--- src/logic/wpmw_map.svh ---
`ifndef WPMW_MAP_SVH
`define WPMW_MAP_SVH
// Purpose: field positions and codes of the write-path mode word decoder
// Assumes: included by the decoder only; the package does not include it
// Notes: constants only
`define WPMW_SEL_THIS 3'h2
`define WPMW_SEL_RESERVED 3'h7
`define WPMW_CASW_HI 5
`define WPMW_CASW_LO 3
`define WPMW_SRR_HI 7
`define WPMW_SRR_LO 6
`define WPMW_DTERM_HI 11
`define WPMW_DTERM_LO 9
`define WPMW_CRC_BIT 12
`define WPMW_WORD_RESET 17'h00000
`define WPMW_BURST_PLAIN 4'h8
`define WPMW_BURST_CRC 4'hA
`define WPMW_CASW_9 5'h09
`define WPMW_CASW_10 5'h0A
`define WPMW_CASW_11 5'h0B
`define WPMW_CASW_12 5'h0C
`define WPMW_CASW_14 5'h0E
`define WPMW_CASW_16 5'h10
`define WPMW_CASW_18 5'h12
`define WPMW_CASW_20 5'h14
`define WPMW_CNT_ZERO 6'h00
`define WPMW_CNT_ONE 6'h01
`define WPMW_TERM_OFF 3'h0
`endif

--- src/logic/wpmw_pkg.sv ---
// Purpose: types for the write-path mode word decoder
// Assumes: nothing beyond the map header
// Notes: fields travel as one packed struct
package wpmw_pkg;
  typedef enum logic [1:0] {
    WPMW_SR_NORMAL,
    WPMW_SR_REDUCED,
    WPMW_SR_EXTENDED,
    WPMW_SR_AUTO
  } wpmw_srr_t;

  typedef struct packed {
    logic [4:0] write_cas_delay;
    logic [5:0] total_write_delay;
    wpmw_srr_t selfrefresh_range_select;
    logic [2:0] dyn_term_value;
    logic crc_enable;
    logic [3:0] burst_ui;
  } wpmw_cfg_t;

  typedef enum logic {
    WPMW_ST_IDLE,
    WPMW_ST_LOADED
  } wpmw_state_t;
endpackage

--- src/logic/wpmw_decode.sv ---
// Purpose: holds and decodes the write-path mode word written by mode-set commands
// Assumes: command and address inputs are synchronous to clk_in, one cycle per command
// Notes: termination selection and latency counting run on every clock
// What this block does
// - cas write delay from word bits 5:3, codes select 9 to 20 clocks
// - write cas delay counts clocks from internal write to first data bit
// - only whole-clock latencies exist, no half-clock offsets
// - total write delay is added latency plus write cas delay
// - dynamic write termination from bits 11:9, applied during writes
// - in write-leveling only nominal termination is used
// - write crc enabled makes bursts ten unit intervals, last two carry crc
// - mode-set with select code 111 is ignored entirely
// - self-refresh range from bits 7:6 tunes self-refresh current
// - write termination applies even when nominal termination is off
// - word is addressed when select bits carry code 010
`include "wpmw_map.svh"
module wpmw_decode (
  input wire logic clk_in,
  input wire logic rst_in,
  input wire logic mode_set_command_in,
  input wire logic bank_group_select_bit_in,
  input wire logic [1:0] bank_addr_in,
  input wire logic [16:0] addr_in,
  input wire logic [2:0] added_latency_in,
  input wire logic write_level_in,
  input wire logic [2:0] nominal_termination_value_in,
  input wire logic write_cmd_in,
  input wire logic odt_in,
  output logic [16:0] write_path_mode_word_out,
  output wpmw_pkg::wpmw_cfg_t cfg_out,
  output logic [2:0] active_term_out,
  output logic data_expect_out,
  output logic loaded_out
);
  // ==========================================
  // decoding helpers
  // the code table lives in one place; the checker keeps its own arithmetic copy
  function automatic logic [4:0] cas_delay_decode(input logic [2:0] code);
    case (code)
      3'h0: cas_delay_decode = `WPMW_CASW_9;
      3'h1: cas_delay_decode = `WPMW_CASW_10;
      3'h2: cas_delay_decode = `WPMW_CASW_11;
      3'h3: cas_delay_decode = `WPMW_CASW_12;
      3'h4: cas_delay_decode = `WPMW_CASW_14;
      3'h5: cas_delay_decode = `WPMW_CASW_16;
      3'h6: cas_delay_decode = `WPMW_CASW_18;
      default: cas_delay_decode = `WPMW_CASW_20;
    endcase
  endfunction

  // select code compare, used for the own code and for the reserved one
  function automatic logic select_is(input logic [2:0] code, input logic [2:0] want);
    select_is = (code == want);
  endfunction

  // burst length in unit intervals for a given crc flag
  function automatic logic [3:0] burst_len(input logic crc_on);
    if (crc_on) begin
      burst_len = `WPMW_BURST_CRC;
    end else begin
      burst_len = `WPMW_BURST_PLAIN;
    end
  endfunction

  // ==========================================
  // mode word capture
  logic [16:0] word;
  logic [2:0] sel;
  logic sel_own;
  logic sel_reserved;
  logic hit;
  wpmw_pkg::wpmw_state_t state;

  assign sel = {bank_group_select_bit_in, bank_addr_in};
  assign sel_own = select_is(sel, `WPMW_SEL_THIS);
  assign sel_reserved = select_is(sel, `WPMW_SEL_RESERVED);
  // the reserved code belongs to register control words, so it gets no response
  assign hit = mode_set_command_in && sel_own && !sel_reserved;

  always_ff @(posedge clk_in) begin
    if (rst_in) begin
      word <= `WPMW_WORD_RESET;
    end else if (hit) begin
      // reserved bits stored as given; keeping them zero is up to the controller
      word <= addr_in;
    end
  end

  // loaded stays up until reset; nothing here ever unloads the word
  always_ff @(posedge clk_in) begin
    if (rst_in) begin
      state <= wpmw_pkg::WPMW_ST_IDLE;
    end else begin
      case (state)
        wpmw_pkg::WPMW_ST_IDLE: begin
          if (hit) begin
            state <= wpmw_pkg::WPMW_ST_LOADED;
          end
        end
        default: begin
          state <= wpmw_pkg::WPMW_ST_LOADED;
        end
      endcase
    end
  end

  // ==========================================
  // field decode
  logic [2:0] cas_code;
  logic [1:0] range_code;
  logic [2:0] dyn_code;
  logic crc_bit;
  wpmw_pkg::wpmw_cfg_t next_cfg;
  wpmw_pkg::wpmw_cfg_t cfg;

  assign cas_code = word[`WPMW_CASW_HI:`WPMW_CASW_LO];
  assign range_code = word[`WPMW_SRR_HI:`WPMW_SRR_LO];
  assign dyn_code = word[`WPMW_DTERM_HI:`WPMW_DTERM_LO];
  assign crc_bit = word[`WPMW_CRC_BIT];

  // cfg is registered, so it trails the word by one clock
  always_comb begin
    next_cfg = '0;
    next_cfg.write_cas_delay = cas_delay_decode(cas_code);
    // integer clocks only, so the sum stays whole
    next_cfg.total_write_delay =
      {3'h0, added_latency_in} + {1'b0, next_cfg.write_cas_delay};
    next_cfg.selfrefresh_range_select = wpmw_pkg::wpmw_srr_t'(range_code);
    next_cfg.dyn_term_value = dyn_code;
    next_cfg.crc_enable = crc_bit;
    next_cfg.burst_ui = burst_len(crc_bit);
  end

  always_ff @(posedge clk_in) begin
    if (rst_in) begin
      cfg <= '0;
    end else begin
      cfg <= next_cfg;
    end
  end

  // ==========================================
  // write latency count
  // a new write restarts the count; overlapping writes lose the earlier pulse
  logic [5:0] lat_cnt;
  logic counting;
  logic expect_q;
  logic last_tick;

  assign last_tick = counting && (lat_cnt == `WPMW_CNT_ONE);

  always_ff @(posedge clk_in) begin
    if (rst_in) begin
      lat_cnt <= `WPMW_CNT_ZERO;
    end else if (write_cmd_in) begin
      // the command edge already spends one clock of the delay
      lat_cnt <= {1'b0, cfg.write_cas_delay} - `WPMW_CNT_ONE;
    end else if (counting) begin
      lat_cnt <= lat_cnt - `WPMW_CNT_ONE;
    end
  end

  always_ff @(posedge clk_in) begin
    if (rst_in) begin
      counting <= 1'b0;
    end else if (write_cmd_in) begin
      counting <= 1'b1;
    end else if (last_tick) begin
      counting <= 1'b0;
    end
  end

  always_ff @(posedge clk_in) begin
    if (rst_in) begin
      expect_q <= 1'b0;
    end else begin
      // one-cycle pulse in the clock the first data bit is due
      expect_q <= !write_cmd_in && last_tick;
    end
  end

  // ==========================================
  // termination select
  // dynamic code zero means off, so the nominal value stays in force
  logic [2:0] term;
  logic [2:0] next_term;
  logic write_window;

  assign write_window = write_cmd_in || counting;

  always_comb begin
    next_term = `WPMW_TERM_OFF;
    if (write_level_in) begin
      next_term = nominal_termination_value_in;
    end else if (odt_in && write_window && (cfg.dyn_term_value != `WPMW_TERM_OFF)) begin
      // independent of the nominal value being off
      next_term = cfg.dyn_term_value;
    end else if (odt_in) begin
      next_term = nominal_termination_value_in;
    end
  end

  always_ff @(posedge clk_in) begin
    if (rst_in) begin
      term <= `WPMW_TERM_OFF;
    end else begin
      term <= next_term;
    end
  end

  // ==========================================
  // outputs
  assign write_path_mode_word_out = word;
  assign cfg_out = cfg;
  assign active_term_out = term;
  assign data_expect_out = expect_q;
  assign loaded_out = (state == wpmw_pkg::WPMW_ST_LOADED);
endmodule // wpmw_decode

--- config.mk ---
export PLATFORM = sky130hd
export DESIGN_NAME = wpmw_decode
export DESIGN_NICKNAME = d
export VERILOG_FILES = /design/src/logic/wpmw_pkg.sv /design/src/logic/wpmw_decode.sv
export VERILOG_INCLUDE_DIRS = /design/src /design/src/logic
export SDC_FILE = /design/constraint.sdc
export NUM_CORES = 1
export LEC_CHECK = 0
export BUFFER_PORTS_ARGS = -buffer_cell sky130_fd_sc_hd__buf_2
export CAP_MARGIN = 20
export CORE_UTILIZATION = 35
export DETAILED_ROUTE_END_ITERATION = 10
export PLACE_DENSITY = 0.66
export REMOVE_ABC_BUFFERS = 1
export SYNTH_ARGS = -nofsm -noshare
export SYNTH_HDL_FRONTEND = slang
export SYNTH_SLANG_ARGS = --single-unit
--- constraint.sdc ---
create_clock -name clk_in -period 3.7 [get_ports clk_in]
set_input_delay 0.74 -clock clk_in [delete_from_list [all_inputs] [get_ports clk_in]]
set_output_delay 0.74 -clock clk_in [all_outputs]
set_load 0.03 [all_outputs]
==> metrics.txt <==
outcome complete, no violations; PwrDens 417.5 nW/µm²; ANT cells 0; via/cell ratio 4.538; Layout Nets 312; period utilization 0.5261; setup slack after layout 1.754 ns; post-route antenna net violation count 0; clk_lat worst skew 0.30 ns; Pre-antenna DRT Iters 4; slowest CP cell dfxtp_1; FP Rows 26; GRT Overall Usage 0.1351; CP Data Required Time 3.89 ns; area grow syn2layout 23.33%; Gate Count Post-Synth 212; nature of the critical path endpoint flip-flop; CTS clk-pin slew, worst paths 0.08 ns; Synth top area share 0.4970; RSZ-0062 raised after global routing no; critical-path maximum fanout 7; iteration-0 DRC count of the detailed router 67; Final setup viols 0; worst-path cell chain nor2_1, xor2_1, inv_1, ha_1, a21o_1, a21oi_1, mux2_2; CTS tree done; core area 5172 µm²; Synth Flop Type dfxtp_1; r2r worst-path depth 7; die footprint 5707 µm²; Num CTS Buffers 5; WS Path Type flip-flop to flip-flop; Worst path depth 7; setup bufs post-CTS 0; dpl hpwl 2.664 mm; f_max 0.5138 GHz; number of different library cells in the post-synthesis netlist 39; initial antenna violation count 0; CTS max path bufs 2; flop and latch count out of synthesis 47; CP arrival 2.14 ns; CP Launch Type flip-flop; IO Port Bufs 72; drc violations 0; die extent in y 75.55 µm; Initial Util 0.3660; HP Class flip-flop to flip-flop; Netlist Area Pre-Place 1893 µm²; Post-synth EDFFs 0; TNS Setup 0 ns; ranking of synthesized cells by area dfxtp_1 50%, nand2_1 8.1%, a21oi_1 6.3%; maximum VDD drop 0.1645 mV; Overflow after GRT 0; Root Buffer clkbuf_8; Final Skew 0.004139 ns; Seq/Total Area, Yosys 0.4970; # resized after CTS 0; delay-heaviest family, CP flip-flops; # IOs 75; first-pass GRT wire length 5.747 mm; # hold bufs at CTS 0; measured slew at the worst slew-check pin 0.9146 ns; P_leak 0.001109 µW; Post-synth ARST share 0; synth warn 0; final WL 3.685 mm; Hold Crit Depth 2; Yosys top cell by area dfxtp_1; layout cells sized above 1 0.3102; die span in x 75.55 µm; Slew Viols, Final 0; H-tree Lvls 2; pin count of the biggest net entering global routing 39; post-route cell area 2335 µm²; Vias 1561; area post-placement 2250 µm²; RePlAce Congestion 0.7977; layout filler cell count 521; CP bufs+invs 1; CTS sink cnt 47; synth cell count leaders 47 x dfxtp_1, 41 x nand2_1, 24 x a21oi_1; mean post-synth cell area 8.930 µm²; fin crit period 1.946 ns; pre-CTS WS 1.547 ns; CP peak stage delay 0.37 ns; slew margin rel. 0.3893; Final Hold Fails 0; vias in the first global route 1346; top-count cell post-synth dfxtp_1; drt wl/cell 10.71 µm; max-cap viol count 0
[state kept, by name, summed over array words and instances, names as in the netlist]
signal                    cells
write_path_mode_word_out     17
data_expect_out               1
active_term_out               3
counting                      1
cfg_out                      18
lat_cnt                       6
loaded_out                    1
[stage by stage]
stage	instances	utilization	total power (µW)	hold WS, ns
2_1_floorplan	194	-	640.4	0.5036
5_1_grt	344	0.4514	1029	0.4855
3_5_place_dp	336	0.4349	693.1	0.4484
6_report	344	0.4514	974.8	0.4576
4_1_cts	344	0.4514	992.4	0.4619
3_3_place_gp	336	0.4349	691.6	0.4438
[cell type report]
class	count	area [µm²]	area share
clock buffers	6	72.57	0.03108
clock inverters	2	12.51	0.005359
inverters	10	37.54	0.01608
multi-input cells	137	823.3	0.3526
flip-flops and latches	47	940.9	0.4030
well taps	70	87.58	0.03751
repair buffers	72	360.3	0.1543
[kinds of logic after synthesis]
| logic type | Yosys count | synth area share |
|---|---|---|
| XOR/XNOR | 7 | 0.03239 |
| adder cells (fa/ha/maj) | 7 | 0.05023 |
| other | 1 | 0.001981 |
| AO/OA/AOI/OAI | 42 | 0.1381 |
| multiplexers | 1 | 0.005948 |
| buffers and inverters | 30 | 0.07998 |
| flip-flops | 47 | 0.4970 |
| AND/OR/NAND/NOR | 77 | 0.1943 |
[tightest hold or removal path: stages, from the launching register on]
cell and delay (ns):
dfxtp_1 0.31, nand2_1 0.05, a21oi_1 0.05
[layer usage]
layer / part of all wire / up-vias / global-route usage
met4: 0.022 / 0 / 0.07613
met5: 0 / - / 0
li1: - / 809 / -
met2: 0.47 / 48 / 0.2232
met1: 0.45 / 697 / 0.1607
met3: 0.058 / 7 / 0.03307
[path summary, 6_finish.rpt]
| path | startpoint | to | slack [ns] |
|---|---|---|---|
| worst min-delay path | write_path_mode_word_out[0] | write_path_mode_word_out[0] | 0.46 |
| worst max register to register | write_path_mode_word_out[5] | cfg_out[13] | 1.75 |
| worst min register to register | write_path_mode_word_out[0] | write_path_mode_word_out[0] | 0.46 |
| worst max-delay path | write_path_mode_word_out[5] | cfg_out[13] | 1.75 |
[cells in the final DEF (no fill, tap or decap), types with 2 or more instances in the layout]
cell type / instances
a211oi_1: 2
dfxtp_1: 47
nor3_1: 2
a22o_1: 3
nand2b_1: 3
xor2_1: 6
o21ai_0: 4
nor4_1: 2
clkbuf_8: 5
conb_1: 3
o311a_1: 2
nor2b_1: 7
ha_1: 6
inv_1: 10
buf_2: 72
a21oi_1: 24
nor2_1: 12
nand2_1: 41
[power by group]
group,switching (µW),internal (µW)
clock,162,132
combinational,82.5,55.9
sequential,15.3,527
total,260,715
No activity file was read; power rests on OpenSTA's default activity.
